==> config.mk <==
export PLATFORM = sky130hd
export DESIGN_NAME = samc_top
export DESIGN_NICKNAME = d
export VERILOG_FILES = /design/src/inc/samc_pkg.sv /design/src/design/samc_top.sv
export SDC_FILE = /design/constraint.sdc
export NUM_CORES = 1
export LEC_CHECK = 0
export BUFFER_PORTS_ARGS = -buffer_cell sky130_fd_sc_hd__buf_2
export CORE_MARGIN = 2
export CORE_UTILIZATION = 40
export CTS_CLUSTER_SIZE = 30
export DETAILED_ROUTE_END_ITERATION = 12
export PLACE_DENSITY = 0.68
export RECOVER_POWER = 50
export SYNTH_ARGS = -nofsm -noshare
export SYNTH_HDL_FRONTEND = slang
export SYNTH_SLANG_ARGS = --single-unit
==> constraint.sdc <==
create_clock -name mclk -period 2.84 [get_ports mclk]
set_input_delay 0.568 -clock mclk [delete_from_list [all_inputs] [get_ports mclk]]
set_output_delay 0.568 -clock mclk [all_outputs]
set_load 0.05 [all_outputs]
==> src/inc/samc_pkg.sv <==
// constants, register map and types for the converter menu controller
// assumes apb access with 32-bit data and one converter clock domain
// Function
// - software sets menu_start; hardware clears it when all chosen tasks end
// - the converter power bit powers the converter off at 0 and on at 1
// - the bandgap power bit powers the bandgap off at 0 and on at 1
// - sample_extend_count adds that many clocks to the start pulse
// - an extension of zero gives a one-clock sample, each step adds a clock
// - settle for 2 to the power ref_settle_count clocks, 1024 above code 9
// - input_select 0 to 7 picks channels 0 to 7, 8 picks the reference
// - ref_pair_select 00 is ground and reference pin, 11 ground and supply
// - single_conv_enable puts a single-channel conversion in the menu
// - a finished conversion lands in bits 11:0, the upper bits read zero
// - menu_irq_enable lets the menu-complete flag request an interrupt
// - conv_done_flag sets when the conversion ends, writing one clears it
// - the menu-complete flag sets at menu end, writing one clears it
// - results are straight offset binary, one step is reference over 4096
package samc_pkg;
    localparam logic [7:0]  SAMC_OFS_CTL    = 8'h00;
    localparam logic [7:0]  SAMC_OFS_CONF   = 8'h04;
    localparam logic [7:0]  SAMC_OFS_IEN    = 8'h08;
    localparam logic [7:0]  SAMC_OFS_ISR    = 8'h0c;
    localparam logic [7:0]  SAMC_OFS_DATA   = 8'h28;
    localparam logic [31:0] SAMC_RST_VAL    = 32'h0000_0000;
    localparam int SAMC_BIT_PWR       = 0;
    localparam int SAMC_BIT_BG        = 1;
    localparam int SAMC_BIT_START     = 8;
    localparam int SAMC_BIT_SINGLE    = 2;
    localparam int SAMC_POS_REFPAIR   = 6;
    localparam int SAMC_POS_INSEL     = 12;
    localparam int SAMC_POS_SETTLE    = 16;
    localparam int SAMC_POS_EXT       = 24;
    localparam int SAMC_BIT_MFLAG     = 0;
    localparam int SAMC_BIT_CFLAG     = 10;
    localparam int SAMC_BIT_MIEN      = 0;
    localparam int SAMC_RES_W         = 12;
    localparam logic [3:0]  SAMC_REF_SETTLE_COUNT_MAX = 4'ha;
    localparam logic [31:0] SAMC_CONF_MASK  = 32'hff0f_f0c4;
    typedef enum logic [4:0]
    {
        SAMC_IDLE   = 5'b00001,
        SAMC_SETTLE = 5'b00010,
        SAMC_SAMPLE = 5'b00100,
        SAMC_CONV   = 5'b01000,
        SAMC_DONE   = 5'b10000
    } samc_state_e;
endpackage

==> src/design/samc_top.sv <==
// menu control for a 12-bit sar converter behind an apb slave
// assumes the analog macro answers a start pulse with conv_valid
`timescale 1ns/10ps
module samc_top
(
    input  wire logic                           mclk,
    input  wire logic                           rst_n,
    input  wire logic                           psel,
    input  wire logic                           penable,
    input  wire logic                           pwrite,
    input  wire logic [7:0]                     paddr,
    input  wire logic [31:0]                    pwdata,
    output logic      [31:0]                    prdata,
    output logic                                pready,
    output logic                                pslverr,
    output logic                                conv_power_on,
    output logic                                bandgap_power_on,
    output logic      [3:0]                     input_select,
    output logic      [1:0]                     ref_pair_select,
    output logic                                conv_start,
    input  wire logic                           conv_valid,
    input  wire logic [samc_pkg::SAMC_RES_W-1:0] conv_result,
    output logic                                irq
);
    import samc_pkg::*;

    logic [31:0]           ctl;
    logic [31:0]           conf;
    logic                  menu_irq_enable;
    logic                  conv_done_flag;
    logic                  menu_flag;
    logic [SAMC_RES_W-1:0] result;
    logic [10:0]           cnt;
    samc_state_e           state;
    logic                  wr;
    logic                  rd;
    logic                  hit;
    logic                  menu_fin;
    logic                  conv_fin;
    logic                  valid_s1;
    logic                  valid_s2;
    logic [SAMC_RES_W-1:0] res_s1;
    logic [SAMC_RES_W-1:0] res_s2;

    function automatic logic [10:0] settle_len(input logic [3:0] code);
        logic [3:0] c;
        c = (code > SAMC_REF_SETTLE_COUNT_MAX) ? SAMC_REF_SETTLE_COUNT_MAX : code;
        settle_len = 11'h001 << c;
    endfunction

    assign wr      = psel && penable && pwrite;
    assign rd      = psel && !pwrite;
    assign pready  = 1'b1;
    assign hit     = (paddr == SAMC_OFS_CTL) || (paddr == SAMC_OFS_CONF)
                  || (paddr == SAMC_OFS_IEN) || (paddr == SAMC_OFS_ISR)
                  || (paddr == SAMC_OFS_DATA);
    assign pslverr = psel && penable && !hit;

    // analog result crosses from the macro, two stages first
    always_ff @(posedge mclk)
    begin
        if (!rst_n)
        begin
            valid_s1 <= 1'b0;
            valid_s2 <= 1'b0;
            res_s1   <= '0;
            res_s2   <= '0;
        end
        else
        begin
            valid_s1 <= conv_valid;
            valid_s2 <= valid_s1;
            res_s1   <= conv_result;
            res_s2   <= res_s1;
        end
    end

    assign conv_power_on    = ctl[SAMC_BIT_PWR];
    assign bandgap_power_on = ctl[SAMC_BIT_BG];
    assign input_select     = conf[SAMC_POS_INSEL +: 4];
    assign ref_pair_select  = conf[SAMC_POS_REFPAIR +: 2];

    // menu sequencer: settle, sample, convert
    always_ff @(posedge mclk)
    begin
        if (!rst_n)
        begin
            state    <= SAMC_IDLE;
            cnt      <= '0;
            menu_fin <= 1'b0;
            conv_fin <= 1'b0;
        end
        else
        begin
            menu_fin <= 1'b0;
            conv_fin <= 1'b0;
            case (state)
                SAMC_IDLE:
                begin
                    if (ctl[SAMC_BIT_START])
                    begin
                        if (conf[SAMC_BIT_SINGLE])
                        begin
                            state <= SAMC_SETTLE;
                            cnt   <= settle_len(
                                conf[SAMC_POS_SETTLE +: 4]) - 11'h001;
                        end
                        else
                        begin
                            state <= SAMC_DONE;
                        end
                    end
                end
                SAMC_SETTLE:
                begin
                    if (cnt == '0)
                    begin
                        state <= SAMC_SAMPLE;
                        cnt   <= {3'h0, conf[SAMC_POS_EXT +: 8]};
                    end
                    else
                    begin
                        cnt <= cnt - 11'h001;
                    end
                end
                SAMC_SAMPLE:
                begin
                    if (cnt == '0)
                    begin
                        state <= SAMC_CONV;
                    end
                    else
                    begin
                        cnt <= cnt - 11'h001;
                    end
                end
                SAMC_CONV:
                begin
                    if (valid_s2)
                    begin
                        state    <= SAMC_DONE;
                        conv_fin <= 1'b1;
                    end
                end
                SAMC_DONE:
                begin
                    state    <= SAMC_IDLE;
                    menu_fin <= 1'b1;
                end
                default:
                begin
                    state <= SAMC_IDLE;
                end
            endcase
        end
    end

    // start pulse is one clock plus the extension count
    assign conv_start = (state == SAMC_SAMPLE);

    // control register; menu_start cleared by hardware at the end
    always_ff @(posedge mclk)
    begin
        if (!rst_n)
        begin
            ctl <= SAMC_RST_VAL;
        end
        else
        begin
            if (wr && paddr == SAMC_OFS_CTL)
            begin
                ctl[SAMC_BIT_PWR] <= pwdata[SAMC_BIT_PWR];
                ctl[SAMC_BIT_BG]  <= pwdata[SAMC_BIT_BG];
                ctl[SAMC_BIT_START] <= pwdata[SAMC_BIT_START]
                                     | ctl[SAMC_BIT_START];
            end
            if (state == SAMC_DONE)
            begin
                ctl[SAMC_BIT_START] <= 1'b0;
            end
        end
    end

    always_ff @(posedge mclk)
    begin
        if (!rst_n)
        begin
            conf            <= SAMC_RST_VAL;
            menu_irq_enable <= 1'b0;
        end
        else
        begin
            if (wr && paddr == SAMC_OFS_CONF)
            begin
                conf <= pwdata & SAMC_CONF_MASK;
            end
            if (wr && paddr == SAMC_OFS_IEN)
            begin
                menu_irq_enable <= pwdata[SAMC_BIT_MIEN];
            end
        end
    end

    // offset binary passes through untouched
    always_ff @(posedge mclk)
    begin
        if (!rst_n)
        begin
            result <= '0;
        end
        else if (state == SAMC_CONV && valid_s2)
        begin
            result <= res_s2;
        end
    end

    // set wins over a same-cycle write-one clear
    always_ff @(posedge mclk)
    begin
        if (!rst_n)
        begin
            conv_done_flag <= 1'b0;
            menu_flag      <= 1'b0;
        end
        else
        begin
            if (conv_fin)
            begin
                conv_done_flag <= 1'b1;
            end
            else if (wr && paddr == SAMC_OFS_ISR
                     && pwdata[SAMC_BIT_CFLAG])
            begin
                conv_done_flag <= 1'b0;
            end
            if (menu_fin)
            begin
                menu_flag <= 1'b1;
            end
            else if (wr && paddr == SAMC_OFS_ISR
                     && pwdata[SAMC_BIT_MFLAG])
            begin
                menu_flag <= 1'b0;
            end
        end
    end

    always_ff @(posedge mclk)
    begin
        if (!rst_n)
        begin
            irq <= 1'b0;
        end
        else
        begin
            irq <= menu_flag && menu_irq_enable;
        end
    end

    always_ff @(posedge mclk)
    begin
        if (!rst_n)
        begin
            prdata <= '0;
        end
        else
        begin
            prdata <= '0;
            if (rd && !penable)
            begin
                case (paddr)
                    SAMC_OFS_CTL:  prdata <= ctl;
                    SAMC_OFS_CONF: prdata <= conf;
                    SAMC_OFS_IEN:  prdata <= {31'h0, menu_irq_enable};
                    SAMC_OFS_ISR:
                    begin
                        prdata[SAMC_BIT_CFLAG] <= conv_done_flag;
                        prdata[SAMC_BIT_MFLAG] <= menu_flag;
                    end
                    SAMC_OFS_DATA: prdata <= {20'h0, result};
                    default:       prdata <= '0;
                endcase
            end
        end
    end
endmodule

==> out/qor.yml, run 1 <==
outcome: "finished, violations left"
violations_in_the_final_reports: "capacitance limit, slew limit"
worst_slack_ns: 0.340
groute.usage.overall_pct: 16.5
synth_cell_types: 62
achievable-frequency_mhz: 400
detailroute.via_count: 3531
post_route_cells_drive_above_1_share_pct: 14.2
route.detailed.drc: 0
synth_top_cells_by_area: "sky130_fd_sc_hd__dfxtp_1 51%, sky130_fd_sc_hd__and2_1 7.3%, sky130_fd_sc_hd__nand2_1 7.1%"
routed_wirelength_mm: 9.30
tritoncts: "yes"
cp-start-kind: "flip-flop"
avgSynthCellArea_um2: 8.90
final_core_util_pct: 47.3
max_buffers_root_to_sink: 2
overflow: 0
boundaryPins: 102
drt-wirelength-per-cell_um: 13.4
critical_path_capture_point_type: "flip-flop"
design.die.area_um2: 11600
vias_in_the_first_global_route: 3296
maxSlewViolCount: 84
ys_dominant_reg_cell: "sky130_fd_sc_hd__dfxtp_1"
design.core.area_um2: 10400
vdd_drop_max_uv: 240
initial_core_util_pct: 41.4
chipWidth_um: 108
placement_rows: 37
yosys_warnings: 0
final_antenna_net_count: 0
finalCritPeriodShare_pct: 88.0
critical_path_peak_fanout: 16
cts_buffers: 9
ctsHtreeMaxLevel: 3
ys_ff_latch: 110
worstSkewPairLatency_ns: 0.40
post-place-ws_ns: 0.315
hpwlAfterDp_mm: 6.51
critical_path_class: "flip-flop to flip-flop"
clock-skew-final_ns: 0.0228
period_needed_ns: 2.50
hold_path.class: "primary input to flip-flop"
required_ns: 3.16
cts_resized: 0
tightest_slew_ns: 1.78
dr.pass1.iters: 4
timing.final.setup_violations: 0
rsz0062_at_grt: "no"
p_leak_uw: 0.00189
timing.critical_path.buf_inv: 1
powerDensity_nw_per_um2: 575
io_buffer_count: 87
grt_antenna_before_repair: 0
grt_start_max_net_pins: 45
crit_family: "compound AO/OA/AOI/OAI gates"
synthToLayoutAreaGrowth_pct: 14.4
cts_setup_buffers: 0
post-synth-top-count-cell: "sky130_fd_sc_hd__dfxtp_1"
cts-hold-fix-buffers: 0
critPathArrivalTime_ns: 2.82
cp_cell_sequence: "inv_1, ha_1, and4_1, o21ai_1, and2_0, a32o_1"
synthesis.area_um2: 4290
finalNetCount: 614
finalHoldViolations: 0
globalplace.congestion: 0.877
max_stage_delay_ns: 0.83
seq_area_frac_synth_pct: 51.3
vias_per_cell: 5.09
ctsRootBufferMaster: "sky130_fd_sc_hd__clkbuf_8"
tns_setup_ns: 0
antennaDiodeCount: 0
number_of_enable_flip_flop_cells_after_synthesis: 0
maxCapViolCount: 2
critical_path.slowest_cell: "sky130_fd_sc_hd__o21ai_1"
clk_pin_slew_ns: 0.13
ys_async_sr_fraction_pct: 0
initialDrtViolationCount: 250
numClockSinks: 110
die_y_um: 108
synthCells: 482
yosys.area.top_type: "sky130_fd_sc_hd__dfxtp_1"
yosys-top-cells-count: "110 x sky130_fd_sc_hd__dfxtp_1, 81 x sky130_fd_sc_hd__nand2_1, 50 x sky130_fd_sc_hd__and2_1"
grt_first_pass_wirelength_mm: 15.2
worst_rel_slew_slack_pct: -18.4
netlist.area_leader.share_pct: 51.3
[flip-flops by register name, summed over array words and instances, names as in the netlist]
register and count:
valid_s1 1, prdata 28, conv_fin 1, irq 1, state 5, menu_irq_enable 1
conv_done_flag 1, res_s2 12, menu_fin 1, res_s1 12, menu_flag 1, ctl 3
valid_s2 1, cnt 11, conf 19, result 12
[where the power goes]
part | leakage, uW | switching (uW) | total (uW) | internal [uW]
combinational | 0.000892 | 123 | 208 | 84.7
sequential | 0.000892 | 29.7 | 1610 | 1580
clock | 0.000109 | 632 | 1010 | 374
total | 0.00189 | 785 | 2820 | 2040
[worst reg2reg max path: cells and delay by family, from the launching register on]
kind	cells	cell delay, ns
AOI/OAI and AO/OA	2	1.01
adders and majority gates	1	0.25
and+or+nand+nor	2	0.66
buffers and inverters	1	0.11
DFF	1	0.43
[final cells by class]
cell class                      count  area, um2
Fill cell                        1055       5460
Sequential cell                   110       2200
Multi-Input combinational cell    327       1840
Timing Repair Buffer               95        438
Tap cell                          136        170
Clock buffer                        9        124
Clock inverter                      7       93.8
Inverter                           10       37.5
[cell usage in the layout, fill, tap and decap left out, types with 2 or more instances in the layout]
cell	n
sky130_fd_sc_hd__xnor2_1	2
sky130_fd_sc_hd__or2_2	2
sky130_fd_sc_hd__o22ai_1	2
sky130_fd_sc_hd__or4_1	4
sky130_fd_sc_hd__inv_1	10
sky130_fd_sc_hd__o21ai_0	16
sky130_fd_sc_hd__and2_0	12
sky130_fd_sc_hd__a21oi_1	42
sky130_fd_sc_hd__nor4_1	5
sky130_fd_sc_hd__nor3_1	12
sky130_fd_sc_hd__nand2_1	81
sky130_fd_sc_hd__conb_1	5
sky130_fd_sc_hd__nor3b_1	2
sky130_fd_sc_hd__clkbuf_1	40
sky130_fd_sc_hd__a21oi_2	2
sky130_fd_sc_hd__buf_4	5
sky130_fd_sc_hd__o21a_1	2
sky130_fd_sc_hd__clkbuf_8	9
sky130_fd_sc_hd__mux2i_1	5
sky130_fd_sc_hd__inv_6	2
sky130_fd_sc_hd__a22oi_1	5
sky130_fd_sc_hd__nor4b_1	2
sky130_fd_sc_hd__a31oi_1	2
sky130_fd_sc_hd__nand3_1	4
sky130_fd_sc_hd__inv_12	3
sky130_fd_sc_hd__o21ai_1	2
sky130_fd_sc_hd__a221o_1	2
sky130_fd_sc_hd__a32o_1	6
sky130_fd_sc_hd__o31ai_1	2
sky130_fd_sc_hd__ha_1	3
sky130_fd_sc_hd__and4_1	2
sky130_fd_sc_hd__a21boi_0	4
sky130_fd_sc_hd__nor2b_1	5
sky130_fd_sc_hd__buf_2	50
sky130_fd_sc_hd__nor2_1	26
sky130_fd_sc_hd__and3_1	7
sky130_fd_sc_hd__and2_1	39
sky130_fd_sc_hd__dfxtp_1	110
[path summary, 6_finish.rpt]
check,startpoint,end,slack (ns),depth (start not counted)
worst min register to register,res_s1[7],res_s2[7],0.45,1
worst min-delay path,conv_result[0],res_s1[0],0.36,2
worst max register to register,cnt[0],cnt[2],0.34,6
worst max-delay path,cnt[0],cnt[2],0.34,6
[per-stage QoR]
step / cells / hold slack, ns / area [um2] / total power (uW)
after floorplan: 485 / 0.412 / 4300 / 1790
after global placement: 678 / 0.417 / 4760 / 1840
after detailed placement: 678 / 0.418 / 4760 / 1850
after CTS: 694 / 0.351 / 4970 / 2840
after global routing: 694 / 0.348 / 4910 / 2930
final: 694 / 0.361 / 4910 / 2820
[metal layers]
metal	up-vias	track usage [%]	routed length, um
li1	1779	-	-
met1	1637	22.3	4480
met2	98	25.7	4090
met3	17	3.63	546
met4	0	6.32	178
met5	-	0	0
[kinds of logic after synthesis]
| group | Yosys count | synth area share [%] |
|---|---|---|
| AOI/OAI and AO/OA | 100 | 14.8 |
| muxes | 5 | 1.17 |
| and+or+nand+nor | 210 | 25.0 |
| xor gates and xnor gates | 3 | 0.613 |
| adders and majority gates | 4 | 1.11 |
| buffers and inverters | 48 | 5.78 |
| other | 2 | 0.175 |
| DFF | 110 | 51.3 |
(Power assumes the default switching activity.)
==> run 2: changes to the inputs <==
--- a/config.mk
+++ b/config.mk
@@ -5,6 +5,7 @@
 export SDC_FILE = /design/constraint.sdc
 export NUM_CORES = 1
 export LEC_CHECK = 0
+export ABC_AREA = 1
 export BUFFER_PORTS_ARGS = -buffer_cell sky130_fd_sc_hd__buf_2
 export CORE_MARGIN = 2
 export CORE_UTILIZATION = 40
==> out/qor.yml, run 2 <==
outcome: "completed"
reg2reg_setup_slack_ns: 0.88  # +0.54 ns
required_ns: 2.27  # -0.89 ns
ys_ff_latch: 110  # unchanged
design.die.area_um2: 12300  # +6.4%
cp_cell_sequence: "buf_2, nor2_1, inv_1, nor3_1, inv_1, nand3_1, nor2_1, buf_2"
muxShareOfSynthArea_pct: 0  # -1.2 points
synth_simple_gate_area_share_pct: 27.8  # +2.9 points
route.detailed.drc: 0  # unchanged
boundaryPins: 102  # unchanged
largest_register: "prdata"
chipWidth_um: 111  # +3.2%
flip_flop_count_of_the_largest_register_after_layout: 28  # unchanged
whs_endpoint: "res_s1[3]"
grt_first_pass_wirelength_mm: 17.0  # +12%
finalNetCount: 733  # +19%
design_power_total_uw: 3920  # +39%
tns_setup_ns: 0  # unchanged
clk_pin_slew_ns: 0.07  # -0.06 ns
ctsRootBufferMaster: "sky130_fd_sc_hd__clkbuf_16"
max_stage_delay_ns: 0.37  # -0.46 ns
synthCells: 600  # +24%
numClockSinks: 110  # unchanged
seq_area_frac_synth_pct: 48.1  # -3.2 points
yosys.area_share.xor_xnor_pct: 1.34  # +0.73 points
hold_path.startpoint: "conv_result[3]"
rsz0062_at_grt: "no"
routed_wirelength_mm: 10.1  # +8.1%
yosys-top-cells-count: "110 x sky130_fd_sc_hd__dfxtp_1, 104 x sky130_fd_sc_hd__nand2_1, 73 x sky130_fd_sc_hd__inv_1"
initialDrtViolationCount: 172  # -31%
clock_power_share_pct: 30.4  # -5.3 points
die_y_um: 111  # +3.2%
vias_in_the_first_global_route: 3758  # +14%
max_buffers_root_to_sink: 2  # unchanged
achievable-frequency_mhz: 414  # +3.5%
yosys_warnings: 0  # unchanged
tightest_slew_ns: 1.15  # -0.623 ns
mostFrequentLayoutCell: "sky130_fd_sc_hd__dfxtp_1"
vias_per_cell: 4.84  # -4.9%
post_route_cells_drive_above_1_share_pct: 16.5  # +2.4 points
drt-wirelength-per-cell_um: 12.3  # -8.5%
synthesis.area_um2: 4580  # +6.7%
share_comb_of_total_power_pct: 26.8  # +19 points
cts-hold-fix-buffers: 0  # unchanged
nFillCells: 1122  # +6.4%
avgSynthCellArea_um2: 7.63  # -14%
layout.cells.most_common_list: "110 x sky130_fd_sc_hd__dfxtp_1, 105 x sky130_fd_sc_hd__nand2_1, 75 x sky130_fd_sc_hd__inv_1"
maxCapViolCount: 0  # -2
worstSkewPairLatency_ns: 0.34  # -0.06 ns
cts_resized: 0  # unchanged
dr.pass1.iters: 4  # unchanged
post-synth-top-count-cell: "sky130_fd_sc_hd__dfxtp_1"
critical_path_class: "primary input to primary output"
switching_fraction_of_total_power_pct: 34.2  # +6.4 points
p_leak_uw: 0.00234  # +24%
design.core.area_um2: 11300  # +8.7%
ctsHtreeMaxLevel: 3  # unchanged
powerDensity_nw_per_um2: 746  # +30%
grt_antenna_before_repair: 0  # unchanged
detailroute.via_count: 3966  # +12%
hpwlAfterDp_mm: 7.36  # +13%
yosys.area.top_type: "sky130_fd_sc_hd__dfxtp_1"
io_buffer_count: 87  # unchanged
period_needed_ns: 2.41  # -0.0856 ns
seq_power_share_pct: 42.9  # -14 points
netlist.area_leader.share_pct: 48.1  # -3.2 points
antennaDiodeCount: 0  # unchanged
globalplace.congestion: 0.886  # +1.1%
timing.critical_path.buf_inv: 4  # +3
clock-skew-final_ns: 0.00696  # -0.0158 ns
number_of_enable_flip_flop_cells_after_synthesis: 0  # unchanged
grt_start_max_net_pins: 66  # +47%
timing.final.setup_violations: 0  # unchanged
cts_setup_buffers: 0  # unchanged
groute.usage.overall_pct: 16.7  # +0.21 points
placement_rows: 39  # +5.4%
reg_top3: "prdata x28, conf x19"
critical_path_capture_point_type: "primary output"
tritoncts: "yes"
vdd_drop_max_uv: 367  # +53%
critPathArrivalTime_ns: 1.85  # -0.97 ns
maxSlewViolCount: 0  # -100%
synth_cell_types: 38  # -39%
post_synth_fa_ha_maj_area_fraction_pct: 0.820  # -0.29 points
largest_family_of_logic_cells_by_synthesized_area: "simple AND/OR/NAND/NOR gates"
critical_path.slowest_cell: "sky130_fd_sc_hd__nor3_1"
ys_dominant_reg_cell: "sky130_fd_sc_hd__dfxtp_1"
synthToLayoutAreaGrowth_pct: 14.8
final_core_util_pct: 46.6  # -0.71 points
finalHoldViolations: 0  # unchanged
critical_path_peak_fanout: 4  # -12
synth_top_cells_by_area: "sky130_fd_sc_hd__dfxtp_1 48%, sky130_fd_sc_hd__nand2_1 8.5%, sky130_fd_sc_hd__inv_1 6.0%"
cp-start-kind: "primary input"
rr_endpoint: "result[11]"
hold_path.class: "primary input to flip-flop"
overflow: 0  # unchanged
worst_reg_to_reg_cells: 6  # unchanged
critical_path_depth: 8  # +2
rr_startpoint: "state[0]"
cell_depth_of_the_worst_min_delay_path: 3  # +1
power_switching_uw: 1340  # +71%
finalCritPeriodShare_pct: 85.0  # -3.0 points
cts_buffers: 9  # unchanged
crit_family: "simple AND/OR/NAND/NOR gates"
synth_compound_gate_area_share_pct: 10.7  # -4.1 points
ys_async_sr_fraction_pct: 0  # unchanged
final_antenna_net_count: 0  # unchanged
initial_core_util_pct: 40.6  # -0.77 points
worst_rel_slew_slack_pct: 23.2  # +42 points
cell_internal_pwr_uw: 2580  # +27%
[run 2: tightest hold or removal path: cells and delay by family]
family	cells	cell delay (ns)
buffers and inverters	2	0.11
AND/OR/NAND/NOR	1	0.04
[run 2: power by group through the flow]
stage | clock network [uW] | logic (uW) | registers (uW)
2_1_floorplan | 0 | 843 | 1700
3_3_place_gp | 0 | 1010 | 1710
3_5_place_dp | 0 | 1040 | 1720
4_1_cts | 1220 | 1050 | 1680
5_1_grt | 1290 | 1200 | 1690
6_report | 1190 | 1050 | 1680
[run 2: logic make-up after synthesis]
kind of cell / count (synthesis)
AOI/OAI and AO/OA: 94
buffers and inverters: 115
other: 2
xor gates and xnor gates: 7
adders and majority gates: 3
DFF: 110
and+or+nand+nor: 269
[run 2: layer usage]
| layer | global-route usage [%] | vias up | part of all wire, % |
|---|---|---|---|
| li1 | - | 2033 | - |
| met1 | 20.7 | 1799 | 45 |
| met2 | 27.9 | 116 | 48 |
| met3 | 4.65 | 18 | 5.5 |
| met4 | 6.17 | 0 | 1.6 |
| met5 | 0 | - | 0 |
[run 2: worst max path at each step]
stage | start | end
3_3_place_gp | paddr[6] | pslverr
4_1_cts | paddr[6] | pslverr
2_1_floorplan | paddr[2] | pslverr
6_report | paddr[1] | pslverr
5_1_grt | paddr[7] | pslverr
3_5_place_dp | paddr[1] | conf[16]
[run 2: final cells by class]
cell class | instances | area (um2) | share of cell area, %
clock inverter | 6 | 55.1 | 1.05
timing repair buffer | 89 | 409 | 7.79
multi-input combinational | 378 | 1860 | 35.5
inverter | 84 | 315 | 6.00
sequential | 110 | 2200 | 41.9
tap | 143 | 179 | 3.41
clock buffer | 10 | 229 | 4.36
[run 2: per-stage QoR]
step                setup slack [ns]  area (um2)  hold slack [ns]  cells
floorplan                      0.428        4590            0.390    603
global placement               0.525        5030            0.394    804
detailed placement             0.426        5030            0.395    804
CTS                            0.498        5310            0.393    820
global route                   0.269        5250            0.394    820
finish                         0.425        5250            0.404    820
